--- config.mk ---
export PLATFORM = sky130hd
export DESIGN_NAME = ppfm_top
export DESIGN_NICKNAME = d
export VERILOG_FILES = /design/src/rtl/ppfm_pin_cell.v /design/src/rtl/ppfm_top.v
export VERILOG_INCLUDE_DIRS = /design/src /design/src/rtl
export SDC_FILE = /design/constraint.sdc
export NUM_CORES = 1
export LEC_CHECK = 0
export BUFFER_PORTS_ARGS = -buffer_cell sky130_fd_sc_hd__buf_4
export CORE_UTILIZATION = 55
export CTS_CLUSTER_SIZE = 24
export DETAILED_ROUTE_END_ITERATION = 6
export GPL_ROUTABILITY_DRIVEN = 0
export GPL_TIMING_DRIVEN = 0
export PLACE_DENSITY = 0.81
export SLEW_MARGIN = 5
export SYNTH_ARGS = -nofsm -noshare
export SYNTH_HDL_FRONTEND = slang
export SYNTH_SLANG_ARGS = --single-unit
--- constraint.sdc ---
create_clock -name clk -period 4.9 [get_ports clk]
set_input_delay 0.245 -clock clk [delete_from_list [all_inputs] [get_ports clk]]
set_output_delay 0.245 -clock clk [all_outputs]
set_load 0.005 [all_outputs]
--- src/rtl/ppfm_consts.vh ---
// constants for the port pin function multiplexer
`ifndef PPFM_CONSTS_VH
`define PPFM_CONSTS_VH
// apb byte offsets
`define PPFM_OFF_CROLE_LO 8'h00
`define PPFM_OFF_CROLE_HI 8'h04
`define PPFM_OFF_DROLE 8'h08
`define PPFM_OFF_ROUTE 8'h0C
`define PPFM_OFF_DATA_BASE 8'h10
`define PPFM_OFF_DIR_BASE 8'h20
`define PPFM_OFF_WAKE_EN 8'h30
`define PPFM_OFF_BITOP 8'h34
`define PPFM_OFF_WAKE_STAT 8'h38
// reset values
`define PPFM_RST_ROLE 8'h00
`define PPFM_RST_ROUTE 8'h00
`define PPFM_RST_PORT 8'hFF
`define PPFM_RST_WAKE 8'h00
// implemented bits of port c role and routing registers
`define PPFM_ROLE_MASK 8'h3F
`define PPFM_ROUTE_MASK_LARGE 8'h3F
`define PPFM_ROUTE_MASK_SMALL 8'h30
// routing bit positions
`define PPFM_RT_IRQ1 5
`define PPFM_RT_IRQ0 4
`define PPFM_RT_SDIN 3
`define PPFM_RT_SCLK 2
`define PPFM_RT_SSEL 1
`define PPFM_RT_URX 0
// role codes
`define PPFM_CODE_GPIO 2'h0
`define PPFM_CODE_ALT1 2'h1
`define PPFM_CODE_ALT2 2'h2
`define PPFM_CODE_ALT3 2'h3
// bit operation word fields
`define PPFM_BOP_PORT_LSB 0
`define PPFM_BOP_BIT_LSB 2
`define PPFM_BOP_TGT 5
`define PPFM_BOP_VAL 6
`endif

--- src/rtl/ppfm_pin_cell.v ---
// one shared pin: picks general i/o or peripheral drive, registered
`timescale 1ns/100ps
module ppfm_pin_cell (
    input wire clk,
    input wire rst,
    input wire gpioOut,
    input wire gpioDirIn,
    input wire periphEn,
    input wire periphOut,
    input wire periphOe,
    output reg pinOut,
    output reg pinOe
);
    // peripheral replaces data and direction while its role is chosen
    always @(posedge clk) begin
        if (rst) begin
            pinOut <= 1'b1;
            pinOe <= 1'b0;
        end else if (periphEn) begin
            pinOut <= periphOut;
            pinOe <= periphOe;
        end else begin
            pinOut <= gpioOut;
            pinOe <= ~gpioDirIn;
        end
    end
endmodule // ppfm_pin_cell

--- src/rtl/ppfm_top.v ---
// port pin function multiplexer with apb registers and port a wake-up
`timescale 1ns/100ps
`include "ppfm_consts.vh"
module ppfm_top #(
    parameter LARGE_VARIANT = 1
) (
    input wire clk,
    input wire rst,
    input wire psel,
    input wire penable,
    input wire pwrite,
    input wire [7:0] paddr,
    input wire [31:0] pwdata,
    output reg [31:0] prdata,
    output reg pready,
    output reg pslverr,
    input wire [7:0] portAIn,
    input wire [7:0] portBIn,
    input wire [7:0] portCIn,
    input wire [7:0] portDIn,
    output reg [7:0] portAOut,
    output reg [7:0] portAOe,
    output reg [7:0] portBOut,
    output reg [7:0] portBOe,
    output wire [7:0] portCOut,
    output wire [7:0] portCOe,
    output reg [7:0] portDOut,
    output reg [7:0] portDOe,
    input wire uartTxOut,
    input wire uartTxOe,
    input wire serialDoutOut,
    input wire serialDoutOe,
    input wire serialClkOut,
    input wire serialClkOe,
    input wire serialDataOut,
    input wire serialDataOe,
    input wire serialSelectOut,
    input wire serialSelectOe,
    input wire [5:0] lcdComSeg,
    input wire lcdDriveOn,
    input wire lowPowerMode,
    output reg extIrq0,
    output reg extIrq1,
    output reg serialDinIn,
    output reg serialClkIn,
    output reg serialSelectIn,
    output reg uartRxIn,
    output reg externalResetInN,
    output reg crystalPinsSelected,
    output reg wakeRequest
);
    localparam [7:0] ROUTE_MASK = (LARGE_VARIANT != 0) ? `PPFM_ROUTE_MASK_LARGE
                                                       : `PPFM_ROUTE_MASK_SMALL;
    localparam [7:0] HI_MASK = (LARGE_VARIANT != 0) ? `PPFM_ROLE_MASK : 8'h00;

    reg [7:0] cRoleLo_reg;
    reg [7:0] cRoleHi_reg;
    reg [7:0] dRole_reg;
    reg [7:0] route_reg;
    reg [7:0] wakeEn_reg;
    reg [7:0] wakeStat_reg;
    reg [7:0] prevA_reg;
    reg [7:0] data_reg [0:3];
    reg [7:0] dir_reg [0:3];

    reg [31:0] rdata_next;
    reg decodeHit;
    reg [7:0] bopBase;
    reg [7:0] bopMask;
    reg [7:0] bopNew;
    reg [1:0] bopPort;
    reg [7:0] periphEn;
    reg [7:0] periphOut;
    reg [7:0] periphOe;
    reg [7:0] wakeFall;

    wire setup = psel & ~penable;
    wire wrTake = psel & penable & pready & pwrite;
    wire [1:0] roleC0 = cRoleLo_reg[1:0];
    wire [1:0] roleC1 = cRoleLo_reg[3:2];
    wire [1:0] roleC2 = cRoleLo_reg[5:4];
    wire [1:0] roleC4 = cRoleHi_reg[1:0];
    wire [1:0] roleC5 = cRoleHi_reg[3:2];
    wire [1:0] roleC6 = cRoleHi_reg[5:4];
    wire [7:0] wrByte = pwdata[7:0];
    wire [1:0] portIdx = paddr[3:2];
    wire isData = (paddr[7:4] == `PPFM_OFF_DATA_BASE >> 4);
    wire isDir = (paddr[7:4] == `PPFM_OFF_DIR_BASE >> 4);

    // pin level of a chosen port, as a bit operation reads it
    function [7:0] pinsOf;
        input [1:0] idx;
        input [7:0] a;
        input [7:0] b;
        input [7:0] c;
        input [7:0] d;
        begin
            case (idx)
                2'h0: pinsOf = a;
                2'h1: pinsOf = b;
                2'h2: pinsOf = c;
                default: pinsOf = d;
            endcase
        end
    endfunction

    // read decode for the access phase that follows this setup cycle
    always @* begin
        rdata_next = 32'h0000_0000;
        decodeHit = 1'b1;
        if (paddr == `PPFM_OFF_CROLE_LO) begin
            rdata_next[7:0] = cRoleLo_reg;
        end else if (paddr == `PPFM_OFF_CROLE_HI) begin
            rdata_next[7:0] = cRoleHi_reg;
        end else if (paddr == `PPFM_OFF_DROLE) begin
            rdata_next[7:0] = dRole_reg;
        end else if (paddr == `PPFM_OFF_ROUTE) begin
            rdata_next[7:0] = route_reg;
        end else if (isData) begin
            rdata_next[7:0] = data_reg[portIdx];
        end else if (isDir) begin
            rdata_next[7:0] = dir_reg[portIdx];
        end else if (paddr == `PPFM_OFF_WAKE_EN) begin
            rdata_next[7:0] = wakeEn_reg;
        end else if (paddr == `PPFM_OFF_BITOP) begin
            rdata_next = 32'h0000_0000;
        end else if (paddr == `PPFM_OFF_WAKE_STAT) begin
            rdata_next[7:0] = wakeStat_reg;
        end else begin
            decodeHit = 1'b0;
        end
    end

    // apb answer: one wait-free access phase after every setup
    always @(posedge clk) begin
        if (rst) begin
            pready <= 1'b0;
            pslverr <= 1'b0;
            prdata <= 32'h0000_0000;
        end else begin
            pready <= setup;
            pslverr <= setup & ~decodeHit;
            if (setup & ~pwrite) begin
                prdata <= rdata_next;
            end else begin
                prdata <= 32'h0000_0000;
            end
        end
    end

    // bit operation: whole port read, one bit changed, byte written back
    always @* begin
        bopPort = pwdata[`PPFM_BOP_PORT_LSB +: 2];
        bopMask = 8'h01 << pwdata[`PPFM_BOP_BIT_LSB +: 3];
        if (pwdata[`PPFM_BOP_TGT]) begin
            bopBase = dir_reg[bopPort];
        end else begin
            bopBase = pinsOf(bopPort, portAIn, portBIn, portCIn, portDIn);
        end
        if (pwdata[`PPFM_BOP_VAL]) begin
            bopNew = bopBase | bopMask;
        end else begin
            bopNew = bopBase & ~bopMask;
        end
    end

    // role, routing and wake registers
    always @(posedge clk) begin
        if (rst) begin
            cRoleLo_reg <= `PPFM_RST_ROLE;
            cRoleHi_reg <= `PPFM_RST_ROLE;
            dRole_reg <= `PPFM_RST_ROLE;
            route_reg <= `PPFM_RST_ROUTE;
            wakeEn_reg <= `PPFM_RST_WAKE;
        end else if (wrTake) begin
            if (paddr == `PPFM_OFF_CROLE_LO) begin
                cRoleLo_reg <= wrByte & `PPFM_ROLE_MASK;
            end else if (paddr == `PPFM_OFF_CROLE_HI) begin
                cRoleHi_reg <= wrByte & HI_MASK;
            end else if (paddr == `PPFM_OFF_DROLE) begin
                dRole_reg <= wrByte;
            end else if (paddr == `PPFM_OFF_ROUTE) begin
                route_reg <= wrByte & ROUTE_MASK;
            end else if (paddr == `PPFM_OFF_WAKE_EN) begin
                wakeEn_reg <= wrByte;
            end
        end
    end

    // port data and direction latches, all high after reset
    always @(posedge clk) begin
        if (rst) begin
            data_reg[0] <= `PPFM_RST_PORT;
            data_reg[1] <= `PPFM_RST_PORT;
            data_reg[2] <= `PPFM_RST_PORT;
            data_reg[3] <= `PPFM_RST_PORT;
            dir_reg[0] <= `PPFM_RST_PORT;
            dir_reg[1] <= `PPFM_RST_PORT;
            dir_reg[2] <= `PPFM_RST_PORT;
            dir_reg[3] <= `PPFM_RST_PORT;
        end else if (wrTake) begin
            if (isData) begin
                data_reg[portIdx] <= wrByte;
            end else if (isDir) begin
                dir_reg[portIdx] <= wrByte;
            end else if (paddr == `PPFM_OFF_BITOP) begin
                if (pwdata[`PPFM_BOP_TGT]) begin
                    dir_reg[bopPort] <= bopNew;
                end else begin
                    data_reg[bopPort] <= bopNew;
                end
            end
        end
    end

    // falling edges of enabled port a pins wake the device
    always @* begin
        wakeFall = prevA_reg & ~portAIn & wakeEn_reg;
    end

    // sticky wake flags, write one to clear, a new edge wins over the clear
    always @(posedge clk) begin
        if (rst) begin
            prevA_reg <= `PPFM_RST_PORT;
            wakeStat_reg <= `PPFM_RST_WAKE;
            wakeRequest <= 1'b0;
        end else begin
            prevA_reg <= portAIn;
            wakeRequest <= lowPowerMode & (|wakeFall);
            if (wrTake && paddr == `PPFM_OFF_WAKE_STAT) begin
                wakeStat_reg <= (wakeStat_reg & ~wrByte)
                                | (wakeFall & {8{lowPowerMode}});
            end else begin
                wakeStat_reg <= wakeStat_reg | (wakeFall & {8{lowPowerMode}});
            end
        end
    end

    // role decode for port c pins 0-2 and 4-6; pins 3 and 7 have no role
    always @* begin
        periphEn = 8'h00;
        periphOut = 8'h00;
        periphOe = 8'h00;
        case (roleC0)
            `PPFM_CODE_ALT1: begin
                periphEn[0] = 1'b1;
                periphOut[0] = uartTxOut;
                periphOe[0] = uartTxOe;
            end
            `PPFM_CODE_ALT2: begin
                periphEn[0] = 1'b1;
                periphOut[0] = lcdComSeg[0];
                periphOe[0] = lcdDriveOn;
            end
            `PPFM_CODE_ALT3: begin
                periphEn[0] = 1'b1;
            end
            default: begin
                periphEn[0] = 1'b0;
            end
        endcase
        case (roleC1)
            `PPFM_CODE_ALT1: begin
                periphEn[1] = 1'b1;
                periphOut[1] = uartTxOut;
                periphOe[1] = uartTxOe;
            end
            `PPFM_CODE_ALT2: begin
                periphEn[1] = 1'b1;
                periphOut[1] = lcdComSeg[1];
                periphOe[1] = lcdDriveOn;
            end
            `PPFM_CODE_ALT3: begin
                periphEn[1] = 1'b1;
            end
            default: begin
                periphEn[1] = 1'b0;
            end
        endcase
        case (roleC2)
            `PPFM_CODE_ALT2: begin
                periphEn[2] = 1'b1;
                periphOut[2] = serialDoutOut;
                periphOe[2] = serialDoutOe;
            end
            `PPFM_CODE_ALT3: begin
                periphEn[2] = 1'b1;
                periphOut[2] = lcdComSeg[2];
                periphOe[2] = lcdDriveOn;
            end
            default: begin
                periphEn[2] = 1'b0;
            end
        endcase
        case (roleC4)
            `PPFM_CODE_ALT2: begin
                periphEn[4] = 1'b1;
                periphOut[4] = serialDataOut;
                periphOe[4] = serialDataOe;
            end
            `PPFM_CODE_ALT3: begin
                periphEn[4] = 1'b1;
                periphOut[4] = lcdComSeg[3];
                periphOe[4] = lcdDriveOn;
            end
            default: begin
                periphEn[4] = 1'b0;
            end
        endcase
        case (roleC5)
            `PPFM_CODE_ALT2: begin
                periphEn[5] = 1'b1;
                periphOut[5] = serialClkOut;
                periphOe[5] = serialClkOe;
            end
            `PPFM_CODE_ALT3: begin
                periphEn[5] = 1'b1;
                periphOut[5] = lcdComSeg[4];
                periphOe[5] = lcdDriveOn;
            end
            default: begin
                periphEn[5] = 1'b0;
            end
        endcase
        case (roleC6)
            `PPFM_CODE_ALT2: begin
                periphEn[6] = 1'b1;
                periphOut[6] = serialSelectOut;
                periphOe[6] = serialSelectOe;
            end
            `PPFM_CODE_ALT3: begin
                periphEn[6] = 1'b1;
                periphOut[6] = lcdComSeg[5];
                periphOe[6] = lcdDriveOn;
            end
            default: begin
                periphEn[6] = 1'b0;
            end
        endcase
    end

    // port c pins through one cell each
    genvar gi;
    generate
        for (gi = 0; gi < 8; gi = gi + 1) begin : gPortC
            ppfm_pin_cell uCell (
                .clk(clk),
                .rst(rst),
                .gpioOut(data_reg[2][gi]),
                .gpioDirIn(dir_reg[2][gi]),
                .periphEn(periphEn[gi]),
                .periphOut(periphOut[gi]),
                .periphOe(periphOe[gi]),
                .pinOut(portCOut[gi]),
                .pinOe(portCOe[gi])
            );
        end
    endgenerate

    // plain ports a, b and d: data drives, direction high means input
    always @(posedge clk) begin
        if (rst) begin
            portAOut <= `PPFM_RST_PORT;
            portAOe <= 8'h00;
            portBOut <= `PPFM_RST_PORT;
            portBOe <= 8'h00;
            portDOut <= `PPFM_RST_PORT;
            portDOe <= 8'h00;
        end else begin
            portAOut <= data_reg[0];
            portAOe <= ~dir_reg[0];
            portBOut <= data_reg[1];
            portBOe <= ~dir_reg[1];
            portDOut <= data_reg[3];
            portDOe <= ~dir_reg[3];
        end
    end

    // input source routing to peripherals
    always @(posedge clk) begin
        if (rst) begin
            extIrq0 <= 1'b1;
            extIrq1 <= 1'b1;
            serialDinIn <= 1'b1;
            serialClkIn <= 1'b1;
            serialSelectIn <= 1'b1;
            uartRxIn <= 1'b1;
            externalResetInN <= 1'b1;
            crystalPinsSelected <= 1'b0;
        end else begin
            extIrq1 <= route_reg[`PPFM_RT_IRQ1] ? portAIn[2] : portBIn[1];
            extIrq0 <= route_reg[`PPFM_RT_IRQ0] ? portAIn[1] : portBIn[0];
            serialDinIn <= route_reg[`PPFM_RT_SDIN] ? portAIn[3] : portCIn[4];
            serialClkIn <= route_reg[`PPFM_RT_SCLK] ? portBIn[6] : portCIn[5];
            serialSelectIn <= route_reg[`PPFM_RT_SSEL] ? portBIn[5] : portCIn[6];
            uartRxIn <= route_reg[`PPFM_RT_URX] ? portCIn[1] : portDIn[1];
            externalResetInN <= roleC2[1] ? 1'b1 : portCIn[2];
            crystalPinsSelected <= (roleC0 == `PPFM_CODE_ALT3)
                                   | (roleC1 == `PPFM_CODE_ALT3);
        end
    end
endmodule // ppfm_top

== Word level (Yosys, flattened, before mapping) ==
Memory sizes are Yosys's and may differ from the RTL's. A register that Yosys moved wholly into a read port is not among the register bits.
Index checks and enable logic that the tools add are counted.
Operators by class
  equality and inequality tests: 24
  shift operators: 1
  muxes and demuxes: 95
  bitwise operators: 38
  reduce and logical (&&, ||, !) cells: 21
Operator list (number)
  two-way mux 8 bit: 16
  two-way mux 1 bit: 62
  NOT 8 bit: 6
  AND 8 bit: 5
  OR reduction 8 bit: 5
  == test 2 bit, second input constant: 13
  == test 8 x 6 -> 1 bit, second input constant: 3
  OR 8 bit: 3
  one-hot mux 1 bit (2 select lines): 12
  one-hot mux 8 bit (3 select lines): 1
  == test 8 x 4 -> 1 bit, second input constant: 2
  NOT 1 bit: 16
  OR reduction 2 bit: 6
  == test 8 x 3 -> 1 bit, second input constant: 1
  zero test 8 bit: 1
  two-way mux 2 bit: 4
  left shift 1 x 3 -> 8 bit, first input constant: 1
  AND 1 bit: 7
  == test 2 x 1 -> 1 bit, second input constant: 3
  AND reduction 6 bit: 1
  OR reduction 3 bit: 2
  AND reduction 5 bit: 1
  == test 4 x 1 -> 1 bit, second input constant: 1
  == test 4 x 2 -> 1 bit, second input constant: 1
  other kinds (6): 6
Word-level totals
  register bits after elaboration: 133
  memory bits (writable): 64
  bits of input ports: 95
  output and inout port bits: 107
  word-level logic and storage cells: 220
  memories: 2
Memories
  data_reg: words 4, width 8, rd ports 5, clocked after Yosys merged registers in 3, write ports 4, RTL line ppfm_top.v:63  | reg [7:0] data_reg [0:3];
  dir_reg: words 4, width 8, rd ports 6, clocked after Yosys merged registers in 0, write ports 4, RTL line ppfm_top.v:64  | reg [7:0] dir_reg [0:3];

== Depth between registers and ports, before layout ==
  depth after elaboration: 12
  depth in mapped cells: 8
  depth with buffers taken out: 6

== Modules after synthesis ==
From an unflattened synthesis, not the netlist that was laid out.
Second synthesis, totals
  cell total of the unflattened synthesis: 909
  area, all modules: 9350.2 µm²
Modules (own cells, without submodules)
  ppfm_top: times used 1, cells an instance 853, area each 8749.6 µm²
  ppfm_pin_cell: times used 8, cells an instance 7, area each 75.1 µm²

== Worst setup path before layout ==
No wires, ideal clock.
  path kind: input -> register
  start: input paddr[6]
  end: memory data_reg[1][0] (enable)
  setup time: 329 ps
  data arrival time: 2104 ps
  required time: 4571 ps
  slack: 2466 ps
  stages on the path: 6
  buffers on the path: 1
  path through: buf_2 or4b_4 or2_4 or3_4 a221oi_4 or2_1
RTL lines
  start: declaration: RTL line ppfm_top.v:12  | input wire [7:0] paddr,
  end: declaration: RTL line ppfm_top.v:63

==> out/summary.md <==
Headroom to the max-slew limit came out at 17.2%. In this run, synthesis inferred 64 flip-flops with an integrated enable. The H-tree was split into 4 levels. Setup repair after global routing left no endpoint under its margin. In this run the cell area of the synthesized design comes to 9080 um2. The clock period could shrink to 2.96 ns. 0 antenna diodes ended up in the layout. The completed layout was analyzed and its total power is 3.39 mW. TritonCTS built the clock tree. In the layout the commonest cells are 183 x sky130_fd_sc_hd__buf_4, 133 x sky130_fd_sc_hd__dfxtp_1, 108 x sky130_fd_sc_hd__nand2_1, 69 x sky130_fd_sc_hd__nor2_1, 64 x sky130_fd_sc_hd__edfxtp_1.

Setup total negative slack on the finished layout was measured at 0 ns. Across the run, the number of max-cap violations was 0. The critical path's largest stage delay came out at 1.00 ns. The critical path capture point type is a register.

After layout, the worst path uses 60.5% of the clock period. Count of final max-slew check failures: 0. The worst setup path is of the reg -> reg kind. The run gives 2 as the number of antenna violations at the first check in global routing.

The core region is 16,000 um2. In this run the vertical extent of the chip is 131 um. The average instance in the mapped netlist occupies 10.2 um2. The pin count of the biggest net entering global routing is 20. The synthesized design spends more area on one cell type than any other, namely sky130_fd_sc_hd__dfxtp_1.

The buffer and inverter count on the worst path was 0. Final setup violation count: 0. Once the floorplan was initialized, standard cells occupied 56.8% of the core.

The flow ran to the end, and the final reports show no timing, DRC or antenna violations. The library cell contributing the largest single delay on the critical path was sky130_fd_sc_hd__nor3_1. The tightest min-delay check is of the in -> reg type. STA puts the critical path data arrival time at 3.10 ns.

The power density of the placed cells is 306 nW/um2, and the maximum root-to-sink buffer count is 2. The number of clock buffers added by TritonCTS is 17. The post-cts sizing count is 0.

In this run, the number of DRC markers left after iteration 0 of detailed routing was 1,070. The signal on the critical path passes through nand4_1, or2_2, nor3_1, or2_2. The timing-limited maximum frequency was 0.337 GHz. The share of final-layout standard cells stronger than drive strength 1 came out at 29.4%. After detailed routing, the number of remaining DRC violations is 0.

Counting stages on the worst path, the most repeated cell is sky130_fd_sc_hd__or2_2. The synthesized netlist contains 56 unique library cells. Among cell families on the critical path, the largest total delay comes from simple AND/OR/NAND/NOR gates. The total number of yosys warnings was 0; the sum of routed wire length over all layers was 27,200 um. The sequential share of the synthesized area was 50.5%; the largest fanout on the critical path was 9.

In this run the count of I/O pins placed on the die edge is 202. The final route contains 7,703 vias. The detailed placement HPWL came out at 20,100 um.

The buffer cell driving the clock tree root is sky130_fd_sc_hd__clkbuf_16. Number of global-route vias before repair: 7,084. The placement row count is 46, and the share of flip-flops with an asynchronous set or reset after synthesis is 0%. Using the TritonRoute via totals, the vias-per-cell ratio works out to 5.92.

The post-synthesis register bit count was 197. Yosys attributes the largest share of cell area to sky130_fd_sc_hd__dfxtp_1 29%, sky130_fd_sc_hd__edfxtp_1 21%, sky130_fd_sc_hd__mux4_2 7.9%, sky130_fd_sc_hd__nand2_1 4.5%, sky130_fd_sc_hd__mux2i_1 3.6%. The tree built by TritonCTS fans out to 197 sinks.

Dividing the detail-routed wire length by the instance count gives 20.9 um. The number of cells produced by synthesis was 887. The die covers 17,000 um2. The wire length of the first global-routing pass is 40,100 um, and the first-pass detailed-route iteration total is 7.

At the pin with the least slew margin, the transition time is 1.23 ns. Across every metal layer, demand over resource in global routing totals 33.2%. The library cell used most frequently in the layout, excluding fill and tap cells, is sky130_fd_sc_hd__buf_4. The category of the worst setup path launch point was a register. After clock tree synthesis, the clock-pin slew on the worst setup and hold paths is 0.07 ns.

VDD sags by at most 0.265 mV. The most frequently used flop master after synthesis is sky130_fd_sc_hd__dfxtp_1. On the final layout, the worst clock skew is 0.0100 ns.

In this run the tool buffered the top-level ports with 143 buffer cells. The later pin in the worst-skew pair is clocked with a latency of 0.46 ns. At the end of the flow, the number of nets in the layout was 1,176. Measured along the x axis, the die boundary spans 131 um. Area share of the largest cell type after synthesis: 29.3%. The area growth from synthesis to layout is 22.0%. For the worst setup path, the data required time is 5.04 ns. Summed over all cells, the static leakage comes to 4.24 nW. Summed over all layers, the global routing overflow is 0. Number of failing hold endpoints at the final stage: 0. The tools report the count of nets left with antenna violations after detail routing as 0.
-- power breakdown --
group / internal [mW] / leakage, nW / total (mW) / switching, mW
Sequential: 1.71 / 1.60 / 1.72 / 0.0145
Combinational: 0.137 / 2.37 / 0.308 / 0.170
Clock: 0.673 / 0.268 / 1.36 / 0.686
Total: 2.52 / 4.24 / 3.39 / 0.871
-- worst paths after layout --
| path | from | end | slack [ns] | cells past startpoint |
|---|---|---|---|---|
| setup / recovery | pready | dir_reg[1][6] | 1.94 | 4 |
| hold / removal | portBIn[5] | serialSelectIn | 0.005 | 2 |
| setup reg to reg | pready | dir_reg[1][6] | 1.94 | 4 |
| hold reg to reg | data_reg[2][7] | gPortC[7].uCell.pinOut | 0.46 | 1 |
-- per-layer routing --
layer  vias to the layer above  routed length, um  GRT usage [%]
li1                       3454                  -              -
met1                      3606              10200           40.7
met2                       538              12300           51.5
met3                       103               3520           12.2
met4                         2               1230           16.9
met5                         -                  9              0
-- metrics by stage --
step	utilization (%)	setup slack, ns	hold slack (ns)	instances	instance area (um2)
after floorplan	-	2.47	0.344	910	9170
after global placement	65.7	1.73	0.432	1269	10500
after detailed placement	65.7	1.77	0.444	1269	10500
after CTS	69.3	2.05	0.00446	1302	11100
after global routing	69.3	1.92	0.00564	1302	11100
final	69.3	1.94	0.00480	1302	11100
-- cells in the mapped netlist, drive strengths merged (11+ instances only) --
| cell type | n |
|---|---|
| a21oi | 48 |
| buf | 55 |
| clkbuf | 38 |
| dfxtp | 133 |
| edfxtp | 64 |
| inv | 25 |
| mux2i | 33 |
| mux4 | 32 |
| nand2 | 108 |
| nand2b | 13 |
| nand3 | 29 |
| nor2 | 69 |
| nor2b | 15 |
| o211ai | 14 |
| o21ai | 48 |
| o22ai | 11 |
| or2 | 48 |
-- cell type report --
| type | count | area (um2) |
|---|---|---|
| inverter | 25 | 93.8 |
| buffer | 93 | 519 |
| clock inverter | 14 | 133 |
| multi-input combinational | 595 | 3970 |
| timing repair buffer | 144 | 1080 |
| clock buffer | 18 | 429 |
| sequential | 197 | 4580 |
| tap | 216 | 270 |
| fill | 1243 | 4910 |
-- cells by family (layout without fill, tap and decap cells) --
group,count (synthesis),count (layout),share of synthesized area (%)
muxes,71,71,12.3
DFF,197,197,50.5
other,1,24,0.0413
AOI/OAI and AO/OA,150,150,10.0
and+or+nand+nor,342,342,19.3
adders and majority gates,8,8,1.10
buffers and inverters,118,294,6.75
-- timing repair --
action / in CTS / in global routing
setup buffers: 0 / 0
endpoints found under the hold margin: 1 / 0
hold buffers: 1 / 0
(Power assumes the default switching activity.)
